**src/rtl/cbdf_regs.svh**
```systemverilog
`ifndef CBDF_REGS_SVH
`define CBDF_REGS_SVH
`define CBDF_OFS_DROP_COUNT   8'ha0
`define CBDF_OFS_IND_CMD      8'ha4
`define CBDF_OFS_IND_DATA     8'ha8
`define CBDF_OFS_PAUSE_CFG    8'hac
`define CBDF_CMD_BUSY_BIT     31
`define CBDF_CMD_RNW_BIT      30
`define CBDF_CMD_ADDR_MSB     7
`define CBDF_CFG_HI_MSB       23
`define CBDF_CFG_HI_LSB       16
`define CBDF_CFG_LO_MSB       15
`define CBDF_CFG_LO_LSB       8
`define CBDF_CFG_DUR_MSB      7
`define CBDF_CFG_DUR_LSB      4
`define CBDF_CFG_MCAST_BIT    3
`define CBDF_CFG_BCAST_BIT    2
`define CBDF_CFG_OWN_BIT      1
`define CBDF_CFG_ANY_BIT      0
`define CBDF_RST_WORD         32'h00000000
`define CBDF_DROP_MID_BELOW   32'h7fffffff
`define CBDF_DROP_MID         32'h80000000
`define CBDF_CLK_MHZ          125
`define CBDF_JAM_FAST_BASE_TENTHS_US 50
`define CBDF_JAM_SLOW_EXTRA_TENTHS_US 22
`define CBDF_TENTHS_PER_US    10
`endif

```
**src/rtl/cbdf_pkg.sv**
```systemverilog
package cbdf_pkg;
	typedef enum logic [1:0] {
		CBDF_IDLE = 2'b01,
		CBDF_WAIT = 2'b10
	} cbdf_ind_state_t;

	typedef struct packed {
		logic start;
		logic addr_valid;
		logic mcast;
		logic bcast;
		logic own;
	} cbdf_frame_t;

	typedef struct packed {
		logic        req;
		logic        rnw;
		logic [7:0]  addr;
		logic [31:0] wdata;
	} cbdf_mac_req_t;
endpackage : cbdf_pkg

```
**src/rtl/cbdf_top.sv**
```systemverilog
`timescale 1ns/1ps
`include "cbdf_regs.svh"
// Contract
// - Each dropped receive frame adds one to the 32-bit discard tally.
// - Reading the tally returns it and then clears it; resets to zero.
// - Tally stepping from 7fffffff to 80000000 raises a halfway event.
// - Writing one to the busy bit starts the selected indirect MAC access.
// - Busy stays one for the whole access, clears itself when it finishes.
// - After an indirect read finishes, the data register holds the fetched value.
// - Direction bit: one reads the MAC register, zero writes it; resets zero.
// - Eight-bit address field selects the MAC register; resets zero.
// - 32-bit data register carries write value or read result; resets zero.
// - No pause frames or jamming while the transmitter is disabled.
// - High threshold in 64-byte units triggers flow control; resets zero.
// - At high threshold jam according to the four trigger bits, or pause only when the any-frame bit is set.
// - Full duplex sends one pause frame carrying the MAC pause time.
// - Half duplex jams each matching frame for the duration code period.
// - Below low threshold after a pause, send a zero-time pause frame.
// - Four-bit duration code sets jam length; unused in full duplex.
// - Half duplex trigger bits for multicast, broadcast and own-address frames.
// - Any-frame trigger covers all frames and overrides the three others.
module cbdf_top #(
	parameter int JAM_CLK_MHZ = `CBDF_CLK_MHZ,
	parameter int JAM_W       = 18
) (
	input  wire logic                  ref_clk,
	input  wire logic                  arst_n,
	input  wire logic                  reg_rd,
	input  wire logic                  reg_wr,
	input  wire logic [7:0]            reg_addr,
	input  wire logic [31:0]           reg_wdata,
	output logic      [31:0]           reg_rdata,
	input  wire logic                  rx_drop,
	output logic                       drop_half_evt,
	output cbdf_pkg::cbdf_mac_req_t    mac_req,
	input  wire logic                  mac_ack,
	input  wire logic [31:0]           mac_rdata,
	input  wire logic                  tx_enabled,
	input  wire logic                  full_duplex,
	input  wire logic                  link_fast,
	input  wire logic [7:0]            rx_fill_units,
	input  cbdf_pkg::cbdf_frame_t      frame_info,
	output logic                       pause_req,
	output logic                       pause_zero,
	output logic                       jam
);
	logic [31:0]                 tally_r, tally_nxt;
	logic [31:0]                 rdata_r, rdata_nxt;
	logic                        half_r, half_nxt;
	cbdf_pkg::cbdf_ind_state_t   st_r, st_nxt;
	logic                        rnw_r, rnw_nxt;
	logic [7:0]                  maddr_r, maddr_nxt;
	logic [31:0]                 mdata_r, mdata_nxt;
	logic [7:0]                  hi_r, hi_nxt;
	logic [7:0]                  lo_r, lo_nxt;
	logic [3:0]                  dur_r, dur_nxt;
	logic [3:0]                  trig_r, trig_nxt;
	logic                        sent_r, sent_nxt;
	logic                        preq_r, preq_nxt;
	logic                        pzero_r, pzero_nxt;
	logic [JAM_W-1:0]            jcnt_r, jcnt_nxt;
	logic                        jam_r, jam_nxt;

	// Jam length in cycles, rounded up, from the duration code and link speed.
	function automatic logic [JAM_W-1:0] jam_cycles(input logic [3:0] code, input logic fast);
		int tenths;
		tenths = 0;
		if (code < 4'h3) begin
			tenths = `CBDF_JAM_FAST_BASE_TENTHS_US * (int'(code) + 1);
		end else if (code == 4'h3) begin
			tenths = `CBDF_JAM_FAST_BASE_TENTHS_US * 5;
		end else begin
			tenths = `CBDF_JAM_FAST_BASE_TENTHS_US * 10 * (int'(code) - 3);
		end
		if (!fast) begin
			tenths = tenths + `CBDF_JAM_SLOW_EXTRA_TENTHS_US;
		end
		return JAM_W'((tenths * JAM_CLK_MHZ + `CBDF_TENTHS_PER_US - 1) / `CBDF_TENTHS_PER_US);
	endfunction : jam_cycles

	function automatic logic hit(input logic [7:0] a);
		return (reg_addr == a);
	endfunction : hit

	logic busy;
	assign busy = (st_r == cbdf_pkg::CBDF_WAIT);

	always_comb begin
		tally_nxt = tally_r;
		rdata_nxt = rdata_r;
		half_nxt  = 1'b0;
		st_nxt    = st_r;
		rnw_nxt   = rnw_r;
		maddr_nxt = maddr_r;
		mdata_nxt = mdata_r;
		hi_nxt    = hi_r;
		lo_nxt    = lo_r;
		dur_nxt   = dur_r;
		trig_nxt  = trig_r;
		if (reg_rd) begin
			if (hit(`CBDF_OFS_DROP_COUNT)) begin
				rdata_nxt = tally_r;
			end else if (hit(`CBDF_OFS_IND_CMD)) begin
				rdata_nxt = {busy, rnw_r, 22'h000000, maddr_r};
			end else if (hit(`CBDF_OFS_IND_DATA)) begin
				rdata_nxt = mdata_r;
			end else if (hit(`CBDF_OFS_PAUSE_CFG)) begin
				rdata_nxt = {8'h00, hi_r, lo_r, dur_r, trig_r};
			end else begin
				rdata_nxt = 32'h00000000;
			end
		end
		// The drop is applied after the clear so that a read never swallows one.
		if (reg_rd && hit(`CBDF_OFS_DROP_COUNT)) begin
			tally_nxt = {31'h00000000, rx_drop};
		end else if (rx_drop) begin
			tally_nxt = tally_r + 32'h00000001;
		end
		if (rx_drop && tally_r == `CBDF_DROP_MID_BELOW && !(reg_rd && hit(`CBDF_OFS_DROP_COUNT))) begin
			half_nxt = 1'b1;
		end
		// Command and data writes during a pending access are dropped rather than corrupting it.
		if (reg_wr && !busy) begin
			if (hit(`CBDF_OFS_IND_CMD)) begin
				rnw_nxt   = reg_wdata[`CBDF_CMD_RNW_BIT];
				maddr_nxt = reg_wdata[`CBDF_CMD_ADDR_MSB:0];
				if (reg_wdata[`CBDF_CMD_BUSY_BIT]) begin
					st_nxt = cbdf_pkg::CBDF_WAIT;
				end
			end
			if (hit(`CBDF_OFS_IND_DATA)) begin
				mdata_nxt = reg_wdata;
			end
		end
		if (reg_wr && hit(`CBDF_OFS_PAUSE_CFG)) begin
			hi_nxt   = reg_wdata[`CBDF_CFG_HI_MSB:`CBDF_CFG_HI_LSB];
			lo_nxt   = reg_wdata[`CBDF_CFG_LO_MSB:`CBDF_CFG_LO_LSB];
			dur_nxt  = reg_wdata[`CBDF_CFG_DUR_MSB:`CBDF_CFG_DUR_LSB];
			trig_nxt = reg_wdata[`CBDF_CFG_MCAST_BIT:`CBDF_CFG_ANY_BIT];
		end
		case (st_r)
			cbdf_pkg::CBDF_IDLE: begin
			end
			cbdf_pkg::CBDF_WAIT: begin
				if (mac_ack) begin
					st_nxt = cbdf_pkg::CBDF_IDLE;
					if (rnw_r) begin
						mdata_nxt = mac_rdata;
					end
				end
			end
			default: begin
				st_nxt = cbdf_pkg::CBDF_IDLE;
			end
		endcase
	end

	always_ff @(posedge ref_clk or negedge arst_n) begin
		if (!arst_n) begin
			tally_r <= `CBDF_RST_WORD;
			rdata_r <= `CBDF_RST_WORD;
			half_r  <= 1'b0;
			st_r    <= cbdf_pkg::CBDF_IDLE;
			rnw_r   <= 1'b0;
			maddr_r <= 8'h00;
			mdata_r <= `CBDF_RST_WORD;
			hi_r    <= 8'h00;
			lo_r    <= 8'h00;
			dur_r   <= 4'h0;
			trig_r  <= 4'h0;
		end else begin
			tally_r <= tally_nxt;
			rdata_r <= rdata_nxt;
			half_r  <= half_nxt;
			st_r    <= st_nxt;
			rnw_r   <= rnw_nxt;
			maddr_r <= maddr_nxt;
			mdata_r <= mdata_nxt;
			hi_r    <= hi_nxt;
			lo_r    <= lo_nxt;
			dur_r   <= dur_nxt;
			trig_r  <= trig_nxt;
		end
	end

	logic at_hi;
	logic fd_pause_on;
	logic hd_match;
	assign at_hi       = (rx_fill_units >= hi_r);
	assign fd_pause_on = trig_r[`CBDF_CFG_ANY_BIT];
	assign hd_match    = trig_r[`CBDF_CFG_ANY_BIT] ? frame_info.start :
		(frame_info.addr_valid && ((frame_info.mcast && trig_r[`CBDF_CFG_MCAST_BIT]) ||
		(frame_info.bcast && trig_r[`CBDF_CFG_BCAST_BIT]) || (frame_info.own && trig_r[`CBDF_CFG_OWN_BIT])));

	always_comb begin
		sent_nxt  = sent_r;
		preq_nxt  = 1'b0;
		pzero_nxt = pzero_r;
		jcnt_nxt  = jcnt_r;
		if (jcnt_r != '0) begin
			jcnt_nxt = jcnt_r - JAM_W'(1);
		end
		if (!tx_enabled) begin
			jcnt_nxt = '0;
		end else if (full_duplex) begin
			jcnt_nxt = '0;
			if (fd_pause_on && at_hi && !sent_r) begin
				preq_nxt  = 1'b1;
				pzero_nxt = 1'b0;
				sent_nxt  = 1'b1;
			end else if (fd_pause_on && sent_r && rx_fill_units < lo_r) begin
				preq_nxt  = 1'b1;
				pzero_nxt = 1'b1;
				sent_nxt  = 1'b0;
			end
		end else if (at_hi && hd_match) begin
			jcnt_nxt = jam_cycles(dur_r, link_fast);
		end
		jam_nxt = (jcnt_nxt != '0);
	end

	always_ff @(posedge ref_clk or negedge arst_n) begin
		if (!arst_n) begin
			sent_r  <= 1'b0;
			preq_r  <= 1'b0;
			pzero_r <= 1'b0;
			jcnt_r  <= '0;
			jam_r   <= 1'b0;
		end else begin
			sent_r  <= sent_nxt;
			preq_r  <= preq_nxt;
			pzero_r <= pzero_nxt;
			jcnt_r  <= jcnt_nxt;
			jam_r   <= jam_nxt;
		end
	end

	assign reg_rdata     = rdata_r;
	assign drop_half_evt = half_r;
	assign mac_req.req   = busy;
	assign mac_req.rnw   = rnw_r;
	assign mac_req.addr  = maddr_r;
	assign mac_req.wdata = mdata_r;
	assign pause_req     = preq_r;
	assign pause_zero    = pzero_r;
	assign jam           = jam_r;

	logic rd_tally;
	assign rd_tally = reg_rd && (reg_addr == `CBDF_OFS_DROP_COUNT);

	property p_drop_inc;
		@(posedge ref_clk) disable iff (!arst_n)
		(rx_drop && !rd_tally) |=> (tally_r == $past(tally_r) + 32'h00000001);
	endproperty
	a_drop_inc: assert property (p_drop_inc) else $error("drop did not add one");

	property p_rc_clear;
		@(posedge ref_clk) disable iff (!arst_n)
		rd_tally |=> (reg_rdata == $past(tally_r)) && (tally_r == {31'h00000000, $past(rx_drop)});
	endproperty
	a_rc_clear: assert property (p_rc_clear) else $error("tally read did not clear");

	property p_half;
		@(posedge ref_clk) disable iff (!arst_n)
		(tally_r == `CBDF_DROP_MID_BELOW && rx_drop && !rd_tally) |=> drop_half_evt ##1 !drop_half_evt;
	endproperty
	a_half: assert property (p_half) else $error("halfway event missing");

	property p_start;
		@(posedge ref_clk) disable iff (!arst_n)
		(reg_wr && reg_addr == `CBDF_OFS_IND_CMD && reg_wdata[`CBDF_CMD_BUSY_BIT] && !mac_req.req)
			|=> mac_req.req && (mac_req.addr == $past(reg_wdata[7:0]));
	endproperty
	a_start: assert property (p_start) else $error("indirect access not started");

	property p_busy_hold;
		@(posedge ref_clk) disable iff (!arst_n)
		(mac_req.req && !mac_ack) |=> mac_req.req;
	endproperty
	a_busy_hold: assert property (p_busy_hold) else $error("busy dropped early");

	property p_rd_data;
		@(posedge ref_clk) disable iff (!arst_n)
		(mac_req.req && mac_ack && mac_req.rnw) |=> !mac_req.req && (mac_req.wdata == $past(mac_rdata));
	endproperty
	a_rd_data: assert property (p_rd_data) else $error("read data not captured");

	property p_tx_off;
		@(posedge ref_clk) disable iff (!arst_n)
		!tx_enabled |=> !pause_req && !jam;
	endproperty
	a_tx_off: assert property (p_tx_off) else $error("flow control with transmitter off");

	property p_one_pause;
		@(posedge ref_clk) disable iff (!arst_n)
		(pause_req && !pause_zero) |=> !(pause_req && !pause_zero) [*8];
	endproperty
	a_one_pause: assert property (p_one_pause) else $error("second pause frame");

	property p_reserved;
		@(posedge ref_clk) disable iff (!arst_n)
		(reg_rd && reg_addr == `CBDF_OFS_PAUSE_CFG) |=> (reg_rdata[31:24] == 8'h00);
	endproperty
	a_reserved: assert property (p_reserved) else $error("reserved bits not zero");

	c_ind_read: cover property (@(posedge ref_clk) disable iff (!arst_n) mac_req.req && mac_req.rnw && mac_ack);
	c_pause: cover property (@(posedge ref_clk) disable iff (!arst_n) pause_req && !pause_zero ##[1:50] pause_req && pause_zero);
	c_jam: cover property (@(posedge ref_clk) disable iff (!arst_n) !jam ##1 jam);
	c_half: cover property (@(posedge ref_clk) disable iff (!arst_n) drop_half_evt);
endmodule : cbdf_top

```
**config.mk**
```make
export PLATFORM = sky130hd
export DESIGN_NAME = cbdf_top
export DESIGN_NICKNAME = d
export VERILOG_FILES = /design/src/rtl/cbdf_pkg.sv /design/src/rtl/cbdf_top.sv
export VERILOG_INCLUDE_DIRS = /design/src /design/src/rtl
export SDC_FILE = /design/constraint.sdc
export NUM_CORES = 1
export LEC_CHECK = 0
export BUFFER_PORTS_ARGS = -buffer_cell sky130_fd_sc_hd__buf_2
export CAP_MARGIN = 20
export CORE_MARGIN = 5
export CORE_UTILIZATION = 55
export CTS_CLUSTER_DIAMETER = 60
export DETAILED_ROUTE_END_ITERATION = 7
export PLACE_DENSITY = 0.77
export SETUP_SLACK_MARGIN = 0.4
export SLEW_MARGIN = 25
export SYNTH_ARGS = -nofsm -noshare
export SYNTH_HDL_FRONTEND = slang
export SYNTH_SLANG_ARGS = --single-unit
```
**constraint.sdc**
```tcl
create_clock -name ref_clk -period 59 [get_ports ref_clk]
set_clock_uncertainty 0.05 [all_clocks]
set_input_delay 2.95 -clock ref_clk [delete_from_list [all_inputs] [get_ports ref_clk]]
set_output_delay 2.95 -clock ref_clk [all_outputs]
set_load 0.03 [all_outputs]
```
==> summary.txt, run 1 <==
Outcome
  – Status: completed

Clock tree
  – Num Clock Sinks: 154
  – Hold buffer count at CTS: 0
  – Clock latency reported for the late side of the worst-skew pair: 0.42 ns
  – Root Buffer: clkbuf_16
  – Clock buffer depth: 2
  – CTS H-tree lvls: 4
  – Clk slew on worst S/H paths: 0.06 ns
  – Post-CTS Setup Inserts: 0
  – CTS buffer count: 17
  – Cts repair resizes: 0
  – CTS tree: yes

STA
  – Setup-failing EPs final: 0
  – Shortest period the worst path allows: 33.94 ns
  – RSZ-0062 raised after global routing: false
  – Rel. slew slack: 0.297
  – Final period util: 0.575
  – Slew Viols, Final: 0
  – Worst Tran Pin Value: 1.05 ns
  – Final WS setup: 25.06 ns
  – Setup_tns: 0 ns
  – Final Hold Fails: 0
  – Highest clock rate: 0.0295 GHz

Yosys
  – Synth top cells by count: inv_1 (301), nor2_1 (237), nand2_1 (236)
  – Yosys warning count: 0
  – Post-synthesis sequential area ratio: 0.159
  – Async SR Flop Fraction: 1.00
  – Largest cells by area after synthesis: dfrtp_1 (16%), fa_1 (8.4%), ha_1 (7.0%)
  – Most numerous cell in the Yosys netlist: inv_1
  – Synth Area in XOR/XNOR: 0.0803
  – Adder-cell area share of the yosys netlist: 0.155
  – Top FF cell, synth: dfrtp_1
  – Largest family of logic cells by synthesized area: compound AO/OA/AOI/OAI gates
  – Synthesized cell area: 0.0243 mm^2
  – Largest area contributor in the netlist: dfrtp_1
  – Post-Syn Instances: 3,024
  – Post-Syn Area per Cell: 8.03 um^2
  – Mux contribution to synthesized area: 0.0575
  – Netlist cell types: 150
  – Top-area cell type share of the netlist area: 0.158
  – Synth Area in Compound Gates: 0.252
  – Simple-gate share of the synthesized area: 0.224
  – Synthesized flop and latch total: 154
  – EDFF count, synth: 0

Setup path
  – Critical Path Sink Type: register
  – Max FO, Critical Path: 50
  – Arrival @ worst endpoint: 34.18 ns
  – Critical Path RT: 59.23 ns
  – Critical Path Max Stage Delay: 0.81 ns
  – Setup CP Type: register to register
  – Slowest CP cell: xnor2_1
  – Critical path startpoint category: register

Floorplan
  – Die area: 0.0484 mm^2
  – Initial core utilization: 0.553
  – Die width: 220 um
  – Core area: 0.0439 mm^2
  – Row Count: 77
  – Ports: 172
  – Die H: 220 um

Final layout
  – Non-filler instance count after layout: 3,711
  – Layout cell share with drive strength beyond 1: 0.142
  – Final net count: 3,439
  – Layout area overhead: 7.60%
  – Post-Route Utilization: 0.595
  – Fillers: 3,956
  – # diodes: 0

Placed design
  – DP Wirelength: 58,400 um
  – Placer Congestion: 0.990
  – Pre-CTS setup slack: 25.36 ns
  – Port buffer count: 171
  – Placed cell count: 3,679

Drt
  – Residual DRC count: 0
  – Vias/cell: 6.44
  – Antenna viol nets, final: 0
  – DR iter-0 viols: 2,548
  – DRT Pass-1 Iters: 7
  – Vias: 23,900
  – WL/cell: 19.8 um
  – Routed WL: 73,400 um

Global route
  – Vias in the first global route: 22,700
  – Total track usage: 0.292
  – Total grt overflow: 0
  – Largest net degree at the start of global routing: 83
  – First-pass GRT wire length: 118,000 um
  – Initial antenna violation count: 1

Min path
  – Min-delay worst type: register to register

Flow run
  – Maxcap violations: 0
-- final timing paths --
path,startpoint,endpoint,slack [ns],depth (start not counted)
max,dur_r[2],jam,25.06,96
min,reg_rdata[12],reg_rdata[12],0.47,2
max reg2reg,dur_r[2],jam,25.06,96
min reg2reg,reg_rdata[12],reg_rdata[12],0.47,2
max in group asynchronous,arst_n,dur_r[0],55.20,2
min in group asynchronous,arst_n,lo_r[7],2.49,1
-- critical path: cells and delay by family, from the launching register on --
kind | cells | cell delay [ns]
flops | 1 | 0.78
mux | 2 | 0.64
buf+inv | 10 | 1.92
compound gates | 37 | 11.76
fa+ha+maj | 11 | 4.25
xor+xnor | 6 | 2.50
simple gates | 30 | 11.83
-- through the flow --
step | cell area (um^2) | hold slack (ns)
after CTS | 26100 | 0.474
after detailed placement | 25500 | 0.464
after global placement | 25500 | 0.441
after floorplan | 24300 | 0.406
final | 26100 | 0.474
after global routing | 26100 | 0.488
-- sequential cells by signal (all words and copies together) (netlist names) --
name	flops
pause_req	1
tally_r	32
jcnt_r	18
lo_r	8
reg_rdata	32
pause_zero	1
rnw_r	1
st_r	2
drop_half_evt	1
maddr_r	8
mdata_r	32
dur_r	4
jam	1
trig_r	4
hi_r	8
sent_r	1
-- placed cells by master (no fill, tap or decap), types with 32 or more instances in the layout --
| cell type | count |
|---|---|
| a21oi_1 | 156 |
| a31oi_1 | 33 |
| and3_1 | 50 |
| buf_2 | 171 |
| dfrtp_1 | 153 |
| fa_1 | 102 |
| ha_1 | 136 |
| inv_1 | 301 |
| mux2_2 | 53 |
| mux2i_1 | 55 |
| nand2_1 | 236 |
| nand3_1 | 91 |
| nand4_1 | 50 |
| nor2_1 | 236 |
| nor3_1 | 82 |
| nor4_1 | 44 |
| o21ai_0 | 153 |
| o21ai_1 | 34 |
| o22ai_1 | 32 |
| xnor2_1 | 135 |
| xor2_1 | 63 |
-- final cells by class --
cell class                 instances  area [um^2]  share of cell area
multi-input combinational       2438        18700               0.717
sequential                       154         3850               0.148
inverter                         304         1140              0.0437
timing repair buffer             192         1020              0.0391
tap                              592          741              0.0284
clock buffer                      18          429              0.0164
clock inverter                    13          216             0.00829
-- cell families after synthesis --
family                   count (synthesis)
XOR/XNOR                               209
AO/OA/AOI/OAI                          830
AND/OR/NAND/NOR                       1033
flip-flops                             154
buffers and inverters                  435
other                                    2
adder cells (fa/ha/maj)                241
multiplexers                           120
-- metal layers --
metal / global-route usage / wire, um
met5: 0 / 0
met4: 0.0922 / 2560
met3: 0.0334 / 4340
met2: 0.481 / 34700
met1: 0.404 / 31900
Power of run 1 is left out: the tool's default activity adds up to more than one toggle a clock period on the data nets, which glitch-free logic cannot reach.
==> inputs of run 2 (changes only) <==
==> constraint.sdc (replaced) <==
create_clock -name ref_clk -period 35.3 [get_ports ref_clk]
set_clock_uncertainty 0.05 [all_clocks]
set_input_delay 1.765 -clock ref_clk [delete_from_list [all_inputs] [get_ports ref_clk]]
set_output_delay 1.765 -clock ref_clk [all_outputs]
set_load 0.03 [all_outputs]
==> summary.txt, run 2 (synthesis gave the netlist of run 1 again) <==
Outcome
  – Status: completed

Min path
  – Min-delay worst type: register to register
  – Hold depth: 2
  – Hold Crit Start: reg_rdata[19]
  – Worst Hold End: reg_rdata[19]

STA
  – Setup_tns: 0 ns
  – Highest clock rate: 0.0308 GHz
  – Rel. slew slack: 0.254
  – Setup-failing EPs final: 0
  – Final period util: 0.921
  – Worst Tran Pin Value: 1.11 ns
  – Slew Viols, Final: 0
  – RSZ-0062 raised after global routing: false
  – Final Hold Fails: 0
  – Shortest period the worst path allows: 32.50 ns

Clock tree
  – Clock latency reported for the late side of the worst-skew pair: 0.43 ns
  – CTS buffer count: 17
  – Clk slew on worst S/H paths: 0.07 ns
  – Num Clock Sinks: 154
  – CTS tree: yes
  – Clock buffer depth: 2
  – Root Buffer: clkbuf_16
  – CTS H-tree lvls: 4

Setup path
  – RR Endpoint: jam
  – Arrival @ worst endpoint: 32.74 ns
  – Reg2reg setup slack: 2.80 ns
  – Critical Path RT: 35.54 ns
  – Critical Path Max Stage Delay: 0.77 ns
  – Crit Reg-Reg Startpoint: dur_r[2]
  – Critical path startpoint category: register
  – Critical Path Sink Type: register
  – Slowest CP cell: xor2_1
  – Most frequent CP cell: inv_1
  – R2R depth: 95
  – Max FO, Critical Path: 39
  – Setup CP Type: register to register

Global route
  – Gr busiest metal: met2
  – Total track usage: 0.296
  – Met2 Use GR: 0.491
  – Met3 track demand over resource: 0.0385
  – Total grt overflow: 0
  – Met1 usage in global routing: 0.407
  – Largest net degree at the start of global routing: 96
  – Initial antenna violation count: 3
  – Vias in the first global route: 22,800
  – First-pass GRT wire length: 119,000 um

Final layout
  – Fillers: 4,004
  – Final net count: 3,446
  – Multi-input gate area: 0.0188 mm^2
  – Layout area overhead: 7.84%
  – Layout cell share with drive strength beyond 1: 0.147
  – Most frequent cells in the layout: inv_1 (301), nand2_1 (236), nor2_1 (234)
  – FF+latch area: 0.00385 mm^2
  – Commonest non-fill, non-tap cell in the layout: inv_1

Floorplan
  – Initial core utilization: 0.553
  – Row Count: 77
  – Die H: 220 um
  – Die width: 220 um
  – Core area: 0.0439 mm^2
  – Ports: 172
  – Die area: 0.0484 mm^2

Drt
  – Residual DRC count: 0
  – Vias: 24,000
  – Antenna viol nets, final: 0
  – WL/cell: 20.1 um
  – DR iter-0 viols: 2,431
  – Routed WL: 74,800 um
  – DRT Pass-1 Iters: 5
  – Vias/cell: 6.44

Placed design
  – Placer Congestion: 0.990
  – Port buffer count: 171
  – DP Wirelength: 59,200 um

Flow run
  – Maxcap violations: 0
-- run 2: cell count changes in the layout (fill, tap and decap cells not counted), moves of 2 or more --
cell | before | now
diode_2 | 0 | 3
nor2_2 | 3 | 5
clkinv_4 | 2 | 6
buf_4 | 19 | 27
xnor2_2 | 5 | 9
nor2_1 | 236 | 234
xnor2_1 | 135 | 132
clkbuf_8 | 0 | 2
bufinv_16 | 5 | 1
-- run 2: per-stage QoR --
step           hold WS, ns  setup WS [ns]  area [um^2]  cells   util
6_report             0.476           2.80        26200   3722  0.596
5_1_grt              0.489          0.564        26200   3720  0.596
4_1_cts              0.475           1.48        26000   3710  0.593
3_5_place_dp         0.462           1.54        25500   3678  0.579
3_3_place_gp         0.442           2.79        25500   3678  0.579
2_1_floorplan        0.406           8.75        24300   3027      -
-- run 2: area by class of cell --
class / instances / share of cell area
clock buffers: 19 / 0.0173
clock inverters: 13 / 0.00516
repair buffers: 198 / 0.0407
multi-input cells: 2439 / 0.718
inverters: 304 / 0.0436
flip-flops and latches: 154 / 0.147
well taps: 592 / 0.0283
diodes: 3 / 0.000287
-- run 2: how the worst max path moves through the flow --
stage	start	endpoint	slack (ns)	cells after the start
after floorplan	dur_r[1]	jam	8.75	104
after global placement	dur_r[0]	jam	2.79	93
after detailed placement	dur_r[0]	jam	1.54	92
after CTS	dur_r[0]	jam	1.48	93
after global routing	dur_r[0]	jam	0.56	93
final	dur_r[2]	jam	2.80	95
-- run 2: what timing repair did --
action | 4_1_cts | 5_1_grt
hold buffers | 0 | 0
endpoints found under the setup margin | 0 | 10
resized for setup | 0 | 8
hold endpoints to repair | 0 | 0
setup buffers | 0 | 8
-- run 2: worst max-delay path: cells and delay by family (launching register included) --
family,cells,cell delay [ns]
buffers and inverters,9,1.63
xor gates and xnor gates,9,3.34
adders and majority gates,10,4.31
AOI/OAI and AO/OA,39,12.01
DFF,1,0.76
and+or+nand+nor,28,10.12
-- run 2: routing by layer --
layer  part of all wire  wire [um]  up-vias
met5                  0          0        -
met4              0.031       2350        0
met3              0.064       4790      186
met2               0.47      35300     1006
met1               0.43      32400    11500
li1                   -          -    11200
Power of run 2 is left out for the same reason.
